===== src/fpr_pkg.sv =====
// Constants shared by the fan range and frequency configuration block
package fpr_pkg;

    localparam int NUM_CH    = 3;
    localparam int CLK_HZ    = 10_000_000;
    localparam int TEMP_W    = 10;
    localparam int LIMIT_W   = 8;
    localparam int DUTY_W    = 8;
    localparam int SPAN_CW   = 14;
    localparam int DIV_W     = 12;

    // Register offsets, one per channel
    localparam logic [7:0] ADDR_CH [NUM_CH] = '{8'h5F, 8'h60, 8'h61};
    localparam logic [7:0] CFG_RESET        = 8'hC4;
    localparam logic [7:0] RD_UNMAPPED      = 8'h00;

    // Field layout
    localparam int RATE_LSB  = 0;
    localparam int RATE_W    = 3;
    localparam int ALARM_BIT = 3;
    localparam int SPAN_LSB  = 4;
    localparam int SPAN_W    = 4;

    // One PWM period is this many reference ticks
    localparam int PWM_STEPS = 256;

    // Output frequency per rate code, in tenths of a hertz
    localparam int RATE_DHZ [8] = '{110, 147, 221, 294,
                                    353, 441, 588, 882};

    function automatic int step_cycles(input int dhz);
        return (CLK_HZ * 10) / (dhz * PWM_STEPS);
    endfunction

    // Clock cycles per reference tick, per rate code
    localparam int STEP_CYC [8] = '{
        step_cycles(RATE_DHZ[0]), step_cycles(RATE_DHZ[1]),
        step_cycles(RATE_DHZ[2]), step_cycles(RATE_DHZ[3]),
        step_cycles(RATE_DHZ[4]), step_cycles(RATE_DHZ[5]),
        step_cycles(RATE_DHZ[6]), step_cycles(RATE_DHZ[7])};

    // Ramp span per span code, in hundredths of a degree
    localparam logic [SPAN_CW-1:0] SPAN_CENTI [16] = '{
        14'd200,  14'd250,  14'd333,  14'd400,
        14'd500,  14'd667,  14'd800,  14'd1000,
        14'd1333, 14'd1600, 14'd2000, 14'd2667,
        14'd3200, 14'd4000, 14'd5333, 14'd8000};

endpackage


===== src/fpr_alarm_chan.sv =====
// Per-channel thermal alarm tracker
`timescale 1ns/10ps
module fpr_alarm_chan
    import fpr_pkg::*;
(
    input  wire logic               sys_clk,
    input  wire logic               resetn,
    input  wire logic               clk_en,
    input  wire logic               alarm_enable,
    input  wire logic               monitor_done,
    input  wire logic [TEMP_W-1:0]  temp_qdeg,
    input  wire logic [LIMIT_W-1:0] limit_deg,
    output logic                    alarm_q
);

    logic over_limit;

    // Temperature is in quarter degrees, limit in whole degrees
    assign over_limit = temp_qdeg > {limit_deg, 2'b00};

    // Decided at measurement ends, so one cycle is the least hold; clearing alarm_enable drops it at once
    always_ff @(posedge sys_clk) begin
        if (!resetn) begin
            alarm_q <= 1'b0;
        end else if (clk_en) begin
            if (!alarm_enable) begin
                alarm_q <= 1'b0;
            end else if (monitor_done) begin
                if (!alarm_q && over_limit) begin
                    alarm_q <= 1'b1;
                end else if (alarm_q && !over_limit) begin
                    alarm_q <= 1'b0;
                end
            end
        end
    end

endmodule


===== src/fpr_range_pwm_rate_select.sv =====
// Range and frequency configuration with PWM drive and alarm pin
`timescale 1ns/10ps
module fpr_range_pwm_rate_select
    import fpr_pkg::*;
(
    input  wire logic               sys_clk,
    input  wire logic               resetn,
    input  wire logic               clk_en,
    // Register port
    input  wire logic [7:0]         reg_addr,
    input  wire logic [7:0]         reg_wdata,
    input  wire logic               reg_wr,
    input  wire logic               reg_rd,
    output logic [7:0]              reg_rdata_q,
    // Global lock from the configuration register
    input  wire logic               config_lock,
    // Measurements, one strobe per monitoring cycle
    input  wire logic               monitor_done,
    input  wire logic [TEMP_W-1:0]  temp_remote1,
    input  wire logic [TEMP_W-1:0]  temp_local,
    input  wire logic [TEMP_W-1:0]  temp_remote2,
    input  wire logic [LIMIT_W-1:0] limit_remote1,
    input  wire logic [LIMIT_W-1:0] limit_local,
    input  wire logic [LIMIT_W-1:0] limit_remote2,
    // Duty from the automatic control
    input  wire logic [DUTY_W-1:0]  duty_one,
    input  wire logic [DUTY_W-1:0]  duty_two,
    input  wire logic [DUTY_W-1:0]  duty_three,
    // Fan drive outputs
    output logic                    fan_drive_one_q,
    output logic                    fan_drive_two_q,
    output logic                    fan_drive_three_q,
    // Ramp span per channel, hundredths of a degree
    output logic [SPAN_CW-1:0]      span_remote1_q,
    output logic [SPAN_CW-1:0]      span_local_q,
    output logic [SPAN_CW-1:0]      span_remote2_q,
    // Open-drain alarm pin, active low
    input  wire logic               thermal_alarm_pin_n_in,
    output logic                    thermal_alarm_pin_n_out_q,
    output logic                    thermal_alarm_pin_oe_q,
    output logic                    processor_hot_signal_q
);

    logic [7:0]         cfg_q       [NUM_CH];
    logic [TEMP_W-1:0]  temp_ch     [NUM_CH];
    logic [LIMIT_W-1:0] limit_ch    [NUM_CH];
    logic [DUTY_W-1:0]  duty_ch     [NUM_CH];
    logic [NUM_CH-1:0]  pwm_q;
    logic [SPAN_CW-1:0] span_q      [NUM_CH];
    logic [NUM_CH-1:0]  alarm_q;
    logic [NUM_CH-1:0]  alarm_en;
    logic [7:0]         rdata_d;
    logic               pin_s1_q;
    logic               pin_s2_q;
    logic               drive_d;

    typedef enum logic [1:0] {
        PIN_FREE,
        PIN_PULL,
        PIN_SETTLE1,
        PIN_SETTLE2
    } fpr_pin_e;

    fpr_pin_e           pin_st_q;
    fpr_pin_e           pin_st_d;

    // Channel order follows the register offsets
    assign temp_ch[0]  = temp_remote1;
    assign temp_ch[1]  = temp_local;
    assign temp_ch[2]  = temp_remote2;
    assign limit_ch[0] = limit_remote1;
    assign limit_ch[1] = limit_local;
    assign limit_ch[2] = limit_remote2;
    assign duty_ch[0]  = duty_one;
    assign duty_ch[1]  = duty_two;
    assign duty_ch[2]  = duty_three;

    genvar ch;
    generate
        for (ch = 0; ch < NUM_CH; ch++) begin : g_ch
            logic [DIV_W-1:0]  pre_q;
            logic [7:0]        step_q;
            logic [RATE_W-1:0] rate_act_q;
            logic [DIV_W-1:0]  div_last;
            logic              tick;
            logic              wr_hit;

            assign wr_hit = reg_wr && (reg_addr == ADDR_CH[ch]);
            assign alarm_en[ch] = cfg_q[ch][ALARM_BIT];

            // Configuration register
            always_ff @(posedge sys_clk) begin
                if (!resetn) begin
                    cfg_q[ch] <= CFG_RESET;
                end else if (clk_en) begin
                    if (wr_hit && !config_lock) begin
                        cfg_q[ch] <= reg_wdata;
                    end
                end
            end

            // Reference tick: clock divided by the active rate code
            assign div_last = DIV_W'(STEP_CYC[rate_act_q] - 1);
            assign tick     = (pre_q == div_last);

            always_ff @(posedge sys_clk) begin
                if (!resetn) begin
                    pre_q <= '0;
                end else if (clk_en) begin
                    if (tick) begin
                        pre_q <= '0;
                    end else begin
                        pre_q <= pre_q + 1'b1;
                    end
                end
            end

            // Period position, one step per reference tick
            always_ff @(posedge sys_clk) begin
                if (!resetn) begin
                    step_q <= '0;
                end else if (clk_en) begin
                    if (tick) begin
                        step_q <= step_q + 1'b1;
                    end
                end
            end

            // New rate only at the period boundary, avoiding runt pulses
            always_ff @(posedge sys_clk) begin
                if (!resetn) begin
                    rate_act_q <= CFG_RESET[RATE_LSB +: RATE_W];
                end else if (clk_en) begin
                    if (tick && (step_q == 8'hFF)) begin
                        rate_act_q <= cfg_q[ch][RATE_LSB +: RATE_W];
                    end
                end
            end

            // High for the first duty steps of each period
            always_ff @(posedge sys_clk) begin
                if (!resetn) begin
                    pwm_q[ch] <= 1'b0;
                end else if (clk_en) begin
                    pwm_q[ch] <= (step_q < duty_ch[ch]);
                end
            end

            // Span decode for the automatic duty ramp
            always_ff @(posedge sys_clk) begin
                if (!resetn) begin
                    span_q[ch] <= SPAN_CENTI[CFG_RESET[SPAN_LSB +: SPAN_W]];
                end else if (clk_en) begin
                    span_q[ch] <= SPAN_CENTI[cfg_q[ch][SPAN_LSB +: SPAN_W]];
                end
            end

            fpr_alarm_chan u_alarm (
                .sys_clk      (sys_clk),
                .resetn       (resetn),
                .clk_en       (clk_en),
                .alarm_enable (alarm_en[ch]),
                .monitor_done (monitor_done),
                .temp_qdeg    (temp_ch[ch]),
                .limit_deg    (limit_ch[ch]),
                .alarm_q      (alarm_q[ch])
            );
        end
    endgenerate

    assign fan_drive_one_q   = pwm_q[0];
    assign fan_drive_two_q   = pwm_q[1];
    assign fan_drive_three_q = pwm_q[2];
    assign span_remote1_q    = span_q[0];
    assign span_local_q      = span_q[1];
    assign span_remote2_q    = span_q[2];

    // Read mux; unmapped offsets read zero
    always_comb begin
        rdata_d = RD_UNMAPPED;
        for (int i = 0; i < NUM_CH; i++) begin
            if (reg_addr == ADDR_CH[i]) begin
                rdata_d = cfg_q[i];
            end
        end
    end

    always_ff @(posedge sys_clk) begin
        if (!resetn) begin
            reg_rdata_q <= RD_UNMAPPED;
        end else if (clk_en) begin
            if (reg_rd) begin
                reg_rdata_q <= rdata_d;
            end else begin
                reg_rdata_q <= RD_UNMAPPED;
            end
        end
    end

    // Only enabled channels may pull the pin
    assign drive_d = |(alarm_q & alarm_en);

    always_ff @(posedge sys_clk) begin
        if (!resetn) begin
            thermal_alarm_pin_oe_q <= 1'b0;
        end else if (clk_en) begin
            thermal_alarm_pin_oe_q <= drive_d;
        end
    end

    // Open drain: the driven level is always low
    always_ff @(posedge sys_clk) begin
        if (!resetn) begin
            thermal_alarm_pin_n_out_q <= 1'b0;
        end else if (clk_en) begin
            thermal_alarm_pin_n_out_q <= 1'b0;
        end
    end

    // Pin synchroniser
    always_ff @(posedge sys_clk) begin
        if (!resetn) begin
            pin_s1_q <= 1'b1;
            pin_s2_q <= 1'b1;
        end else if (clk_en) begin
            pin_s1_q <= thermal_alarm_pin_n_in;
            pin_s2_q <= pin_s1_q;
        end
    end

    // Own release reaches the synchroniser two clocks late; mask it
    always_comb begin
        pin_st_d = pin_st_q;
        case (pin_st_q)
            PIN_FREE: begin
                if (drive_d) begin
                    pin_st_d = PIN_PULL;
                end
            end
            PIN_PULL: begin
                if (!drive_d) begin
                    pin_st_d = PIN_SETTLE1;
                end
            end
            PIN_SETTLE1: begin
                pin_st_d = drive_d ? PIN_PULL : PIN_SETTLE2;
            end
            PIN_SETTLE2: begin
                pin_st_d = drive_d ? PIN_PULL : PIN_FREE;
            end
            default: begin
                pin_st_d = PIN_FREE;
            end
        endcase
    end

    always_ff @(posedge sys_clk) begin
        if (!resetn) begin
            pin_st_q <= PIN_FREE;
        end else if (clk_en) begin
            pin_st_q <= pin_st_d;
        end
    end

    // Pin low from outside while not driving it ourselves
    always_ff @(posedge sys_clk) begin
        if (!resetn) begin
            processor_hot_signal_q <= 1'b0;
        end else if (clk_en) begin
            processor_hot_signal_q <= !pin_s2_q && (pin_st_q == PIN_FREE);
        end
    end

endmodule


===== config.mk =====
export PLATFORM = sky130hd
export DESIGN_NAME = fpr_range_pwm_rate_select
export DESIGN_NICKNAME = d
export VERILOG_FILES = /design/src/fpr_pkg.sv /design/src/fpr_alarm_chan.sv /design/src/fpr_range_pwm_rate_select.sv
export SDC_FILE = /design/constraint.sdc
export NUM_CORES = 1
export LEC_CHECK = 0
export BUFFER_PORTS_ARGS = -buffer_cell sky130_fd_sc_hd__buf_4
export CAP_MARGIN = 20
export CELL_PAD_IN_SITES_DETAIL_PLACEMENT = 0
export CELL_PAD_IN_SITES_GLOBAL_PLACEMENT = 1
export CORE_ASPECT_RATIO = 1.25
export CORE_MARGIN = 2
export CORE_UTILIZATION = 43
export CTS_BUF_LIST = sky130_fd_sc_hd__clkbuf_16
export DETAILED_ROUTE_END_ITERATION = 8
export GPL_TIMING_DRIVEN = 0
export PLACE_DENSITY = 0.82
export SLEW_MARGIN = 20
export SYNTH_ARGS = -nofsm -noshare
export SYNTH_HDL_FRONTEND = slang
export SYNTH_SLANG_ARGS = --single-unit

===== constraint.sdc =====
create_clock -name sys_clk -period 3.6 [get_ports sys_clk]
set_input_delay 0.18 -clock sys_clk [delete_from_list [all_inputs] [get_ports sys_clk]]
set_output_delay 0.18 -clock sys_clk [all_outputs]
set_load 0.005 [all_outputs]

; After elaboration in Yosys (flattened, before gate mapping)
; Memory sizes are Yosys's and may differ from the RTL's.
; Index checks and enable logic that the tools add are counted.
[op_classes]
n_addsub = 9
order_cmp = 12
eq_ne = 20
n_mux = 58
n_bitwise = 13
n_reduce_logical = 36
[ops]
columns = operator, n
row1 = 2-to-1 mux 14 bit, 9
row2 = 2-to-1 mux 12 bit, 9
row3 = 2-to-1 mux 8 bit, 7
row4 = adder 12 x 1 -> 12 bit (second input constant), 3
row5 = == test 12 bit, 3
row6 = subtractor 12 x 2 -> 12 bit (second input constant), 3
row7 = greater-than comparator 10 bit, 3
row8 = 2-to-1 mux 1 bit, 29
row9 = adder 8 x 1 -> 8 bit (second input constant), 3
row10 = == test 8 x 7 -> 1 bit (second input constant), 3
row11 = == test 8 bit (second input constant), 3
row12 = < comparator 8 bit, 3
row13 = logical AND 1 bit, 16
row14 = >= comparator 5 bit (second input constant), 3
row15 = inverter 4 -> 5 bit, 3
row16 = >= comparator 4 bit (second input constant), 3
row17 = inverter 3 -> 4 bit, 3
row18 = AND reduction 2 bit, 6
row19 = AND reduction 3 bit, 4
row20 = inequality test 2 bit (second input constant), 5
row21 = inequality test 3 x 1 -> 1 bit (second input constant), 3
row22 = zero test 1 bit, 8
row23 = case mux 2 bit (4 select lines), 1
row24 = 2-to-1 mux 2 bit, 3
row25 = other kinds (6), 12
[totals]
register_bits = 89
mem_bits_rw = 66
mem_bits_ro = 1440
mem_count = 8
[mem_list]
columns = name, words, word_bits, rd, rd_clocked_by_memory_dff, write_ports, line
row1 = (no name shown), 8, 32, 1, 0, 0, fpr_range_pwm_rate_select.sv:103  ; assign div_last = DIV_W'(STEP_CYC[rate_act_q] - 1);
row2 = (no name shown), 8, 32, 1, 0, 0, fpr_range_pwm_rate_select.sv:103
row3 = (no name shown), 8, 32, 1, 0, 0, fpr_range_pwm_rate_select.sv:103
row4 = (no name shown), 16, 14, 1, 0, 0, fpr_range_pwm_rate_select.sv:154  ; span_q[ch] <= SPAN_CENTI[cfg_q[ch][SPAN_LSB +: SPAN_W]];
row5 = (no name shown), 16, 14, 1, 0, 0, fpr_range_pwm_rate_select.sv:154
row6 = (no name shown), 16, 14, 1, 0, 0, fpr_range_pwm_rate_select.sv:154
row7 = 2 more memories, n/a, n/a, n/a, n/a, n/a, n/a

; Depth between registers and ports, before layout
[depth]
word_depth = 8
mapped_depth = 16
depth_no_buf = 12

; Cells and area by module
; From an unflattened synthesis, not the netlist that was laid out.
[hier_totals]
cells_unflattened = 1155
area_unflattened_um2 = 9995.8
[by_module_without_submodules]
columns = mod, n_inst, cells_each, area_each_um2, seq_area_each_um2
row1 = fpr_range_pwm_rate_select, 1, 1053, 9211.3, 3613.5
row2 = fpr_alarm_chan, 3, 34, 261.5, 20.0

; Least setup slack after synthesis
; OpenSTA, ideal clock, no wires.
[synth_path]
path_type = register to register
start = reg g_ch[0].rate_act_q[1], read port of cfg_q
end = reg g_ch[0].step_q[7]
setup_time_ps = 131
arrival_ps = 3185
path_slack_ps = 284
stages_incl_launch_ff = 17
n_path_buf = 4
period_less_slack_ps = 3316
cell_sequence = dfxtp_1 -> buf_2 -> inv_1 -> ha_1 -> buf_2 -> nand2_1 -> o21ai_0 -> ha_1 -> and4bb_1 -> a32oi_1 -> xor2_1 -> nand2_1 -> or4_1 -> buf_2 -> clkbuf_1 -> o311ai_1 -> o41ai_1
[synth_via]
elab_chain_cells = 7
[synth_lines]
columns = element, line
row1 = "start, declared", fpr_range_pwm_rate_select.sv:83  ; logic [RATE_W-1:0] rate_act_q;
row2 = inverter 3 -> 4 bit (implied by the code), fpr_range_pwm_rate_select.sv:103
row3 = memory read (8 x 32 bit), n/a
row4 = 2-to-1 mux 12 bit (implied by the code) (2 in a row), fpr_range_pwm_rate_select.sv:103
row5 = subtractor 12 x 2 -> 12 bit, fpr_range_pwm_rate_select.sv:103
row6 = == test 12 bit, fpr_range_pwm_rate_select.sv:104  ; assign tick = (pre_q == div_last);
row7 = AND reduction 2 bit (no line), n/a
row8 = "end signal, assigned", fpr_range_pwm_rate_select.sv:124  ; step_q <= step_q + 1'b1;
row9 = "end, declared", fpr_range_pwm_rate_select.sv:82  ; logic [7:0] step_q;
; Every way passes these cells. The select of a mux whose other input is x is not followed.
; A chain may end at the register's enable or synchronous reset.

; Worst setup path after layout
[layout_path]
start = reg g_ch[0].rate_act_q[0], read port of cfg_q
end = reg g_ch[0].step_q[6]
; Same word-level chain as after synthesis.

==> impl_metrics.env <==
export IMPL_power_mw=4.20
export IMPL_grt_antenna_before_repair=1
export IMPL_synth_compound_area_share_pct=13.9
export IMPL_reg2reg_from="g_ch[0].rate_act_q[0]"
export IMPL_yosysSeqAreaShare_pct=37.5
export IMPL_cp_num_buf_inv=4
export IMPL_grt_usage_pct=21.3
export IMPL_synth_mux_area_fraction_pct=4.19
export IMPL_clockBufferDepth=2
export IMPL_cts_sinks=152
export IMPL_final_cell_area_um2=12100
export IMPL_synthAdderAreaFrac_pct=10.3
export IMPL_cts_tree="done"
export IMPL_yosys_area_share_simple_pct=23.0
export IMPL_cts_root_buffer_cell="clkbuf_16"
export IMPL_startpoint_type="flop"
export IMPL_cts_buffers=17
export IMPL_crit_slowest_cell="or4_4"
export IMPL_num_rows=61
export IMPL_reg2reg_to="g_ch[0].step_q[6]"
export IMPL_crit_type="flop to flop"
export IMPL_syn_cell_area_um2=9800
export IMPL_drcViolationCount=0
export IMPL_portBuffers=153
export IMPL_dp_hpwl_um=19600
export IMPL_synth_cell_type_count=74
export IMPL_crit_path_end_kind="flop"
export IMPL_status="finished clean"
export IMPL_via_per_inst=5.35
export IMPL_holdPathStages=2
export IMPL_grt_pass1_vias=8525
export IMPL_critPathArrivalTime_ns=3.82
export IMPL_critPathMaxFanout=9
export IMPL_slew_headroom_pct=35.9
export IMPL_power_per_cell_area_nw_per_um2=348
export IMPL_nNetsFinal=1498
export IMPL_worst_hold_startpoint="reg_wdata[6]"
export IMPL_h_tree_depth=4
export IMPL_grt_pass1_wl_um=41900
export IMPL_fp_coreArea_um2=22300
export IMPL_p_leak_nw=5.10
export IMPL_n_fill_cell=2127
export IMPL_period_share_pct=95.8
export IMPL_crit_chain="buf_6 -> inv_2 -> ha_1 -> buf_4 -> nand2_1 -> o21ai_0 -> ha_2 -> and4bb_2 -> a32oi_2 -> xor2_1 -> nand2_1 -> or4_4 -> buf_6 -> or4_1 -> a21oi_1"
export IMPL_critical_path_top_delay_family="simple AND/OR/NAND/NOR gates"
export IMPL_synth_xor_area_share_pct=5.61
export IMPL_r2r_slack_ns=0.15
export IMPL_fin_ws_ns=0.151
export IMPL_hp_class="input pin to flop"
export IMPL_wl_per_cell_um=15.9
export IMPL_die_area_um2=24000
export IMPL_drt_wl_total_um=25600
export IMPL_tightest_slew_ns=0.962
export IMPL_slowest_delay_ns=0.52
export IMPL_cp_data_required_time_ns=3.97
export IMPL_drv_cap=0
export IMPL_hold_end="cfg_q[1][6]"
export IMPL_rsz0062_at_grt="no"
export IMPL_antenna_left=0
export IMPL_grt_max_degree=34
export IMPL_synth_seq_cells=152
export IMPL_place_worst_setup_slack_ns=-0.389
export IMPL_hold_viol_final=0
export IMPL_first_pass_iters=5
export IMPL_setup_viol=0
export IMPL_layout_drive_gt1_share_pct=18.0
export IMPL_async_reset_ff_share_pct=0
export IMPL_initial_core_util_pct=44.0
export IMPL_netlist_instances=1132
export IMPL_synth_top_family_by_area="simple AND/OR/NAND/NOR gates"
export IMPL_ir_drop_uv=312
export IMPL_synth_edf_count=63
export IMPL_die_x_um=139
export IMPL_ff2ff_path_depth=15
export IMPL_synth_area_per_cell_um2=8.66
export IMPL_fmax_mhz=290
export IMPL_die_h_um=173
export IMPL_pin_count=158
export IMPL_worstSkewPairLatency_ns=0.45
export IMPL_gp_congestion=0.883
export IMPL_grt_overflow=0
export IMPL_yosysWarnings=0
export IMPL_postPlaceCellArea_um2=11300
export IMPL_post_route_util_pct=54.2
export IMPL_period_needed_ns=3.45
export IMPL_slew_viol_final=0
export IMPL_vias=8622
export IMPL_skew_ns=0.0124
export IMPL_yosys_most_used_dff="dfxtp_1"
export IMPL_drt_iter0_drc=415
export IMPL_area_growth_syn_to_layout_pct=23.3
export IMPL_clk_pin_slew_ns=0.07
[area by class of cell]
| class | count | area [µm²] | area share (%) |
|---|---|---|---|
| sequential | 152 | 3680 | 30.5 |
| buffer | 48 | 239 | 1.98 |
| clock buffer | 17 | 425 | 3.52 |
| clock inverter | 15 | 178 | 1.47 |
| tap | 283 | 354 | 2.93 |
| timing repair buffer | 161 | 1220 | 10.1 |
| multi-input combinational | 855 | 5670 | 47.0 |
| inverter | 80 | 300 | 2.49 |
| antenna | 1 | 2.50 | 0.0207 |
[cells in the mapped netlist (4+ instances only)]
library cell	n	area, µm²
nor3b_1	6	45.0
nor3_1	15	75.1
nor4_1	10	62.6
nand2b_1	30	188
and3_1	16	100
dfxtp_1	89	1780
ha_1	81	1010
buf_4	5	37.5
xnor2_1	34	298
or4_1	6	45.0
nand3_1	21	105
clkbuf_1	28	105
o31ai_1	4	30.0
edfxtp_1	63	1890
a211oi_1	18	135
xor2_1	26	228
and2_1	19	119
or3_1	17	106
o21ai_1	8	40.0
o21ai_0	66	330
o21a_1	8	60.1
nor2b_1	22	138
o211ai_1	7	52.6
nand4_1	25	156
nor2_1	137	514
buf_1	4	15.0
nand2_1	103	387
buf_2	11	55.1
mux2i_1	32	320
inv_1	75	282
a21oi_1	63	315
a21o_1	9	67.6
a31oi_1	6	37.5
[worst max-delay path by stage]
stage                               start                    end  slack, ns  cells past startpoint
floorplan           g_ch[0].rate_act_q[1]      g_ch[0].step_q[7]       0.28                     16
global placement    g_ch[1].rate_act_q[0]  g_ch[1].rate_act_q[0]      -0.34                     13
detailed placement  g_ch[1].rate_act_q[0]  g_ch[1].rate_act_q[2]      -0.39                     13
CTS                 g_ch[2].rate_act_q[0]       g_ch[2].pre_q[4]       0.02                     13
global route        g_ch[0].rate_act_q[0]      g_ch[0].step_q[6]      0.003                     15
finish              g_ch[0].rate_act_q[0]      g_ch[0].step_q[6]       0.15                     15
[kinds of logic (layout without fill, tap and decap cells)]
kind of cell,after synthesis,after routing
simple gates,451,451
compound gates,220,221
flops,152,152
buf+inv,129,321
fa+ha+maj,81,81
xor+xnor,61,61
mux,37,37
other cells,1,5
[state kept, by name (all words and copies together) (netlist names)]
register	flops
g_ch.u_alarm.alarm_q	3
reg_rdata_q	8
g_ch.step_q	24
fan_drive_one_q	1
g_ch.rate_act_q	9
pin_st_q	2
thermal_alarm_pin_oe_q	1
fan_drive_three_q	1
cfg_q	24
g_ch.pre_q	36
pin_s2_q	1
fan_drive_two_q	1
span_q	39
pin_s1_q	1
processor_hot_signal_q	1
[per-layer routing]
metal	wire length, µm	track usage [%]	part of all wire (%)	vias up
met2	12900	38.1	50	177
li1	-	-	-	4355
met3	1200	4.62	4.7	30
met1	11000	25.4	43	4060
met5	0	0	0	-
met4	497	6.82	1.9	0
[layout by cell type (no fill, tap or decap), types with 10 or more instances in the layout]
master and instances:
a21oi_1 63, or3_1 17, edfxtp_1 63, clkbuf_16 17
nand2b_1 30, nor2_1 137, nand3_1 21, dfxtp_1 85
nor2b_1 22, nand4_1 25, ha_1 79, a211oi_1 18
nor3_1 15, inv_1 74, and2_1 19, xnor2_1 34
o21ai_1 11, nand2_1 102, and3_1 16, o21ai_0 63
nor4_1 10, mux2i_1 32, xor2_1 26, clkbuf_1 26
buf_4 165
[where the power goes]
part | internal (mW) | total [mW] | switching (mW)
logic | 0.227 | 0.469 | 0.242
clock network | 0.996 | 1.84 | 0.842
registers | 1.85 | 1.89 | 0.0411
[metrics by stage]
stage	hold slack, ns	setup TNS (ns)	instances
finish	0.0257	0	1612
global route	0.0297	0	1612
CTS	0.00282	0	1608
detailed placement	0.411	-8.07	1572
global placement	0.398	-5.89	1571
floorplan	0.308	0	1135
[what timing repair did]
action | CTS | global route
buffers inserted | 2 | 4
hold buffers | 1 | 0
endpoints found under the hold margin | 1 | 0
endpoints found under the setup margin | 41 | 58
cloned | 1 | 0
gates resized for setup | 9 | 22
pin swaps | 3 | 3
Note: power is estimated with default switching activity, not from simulation.
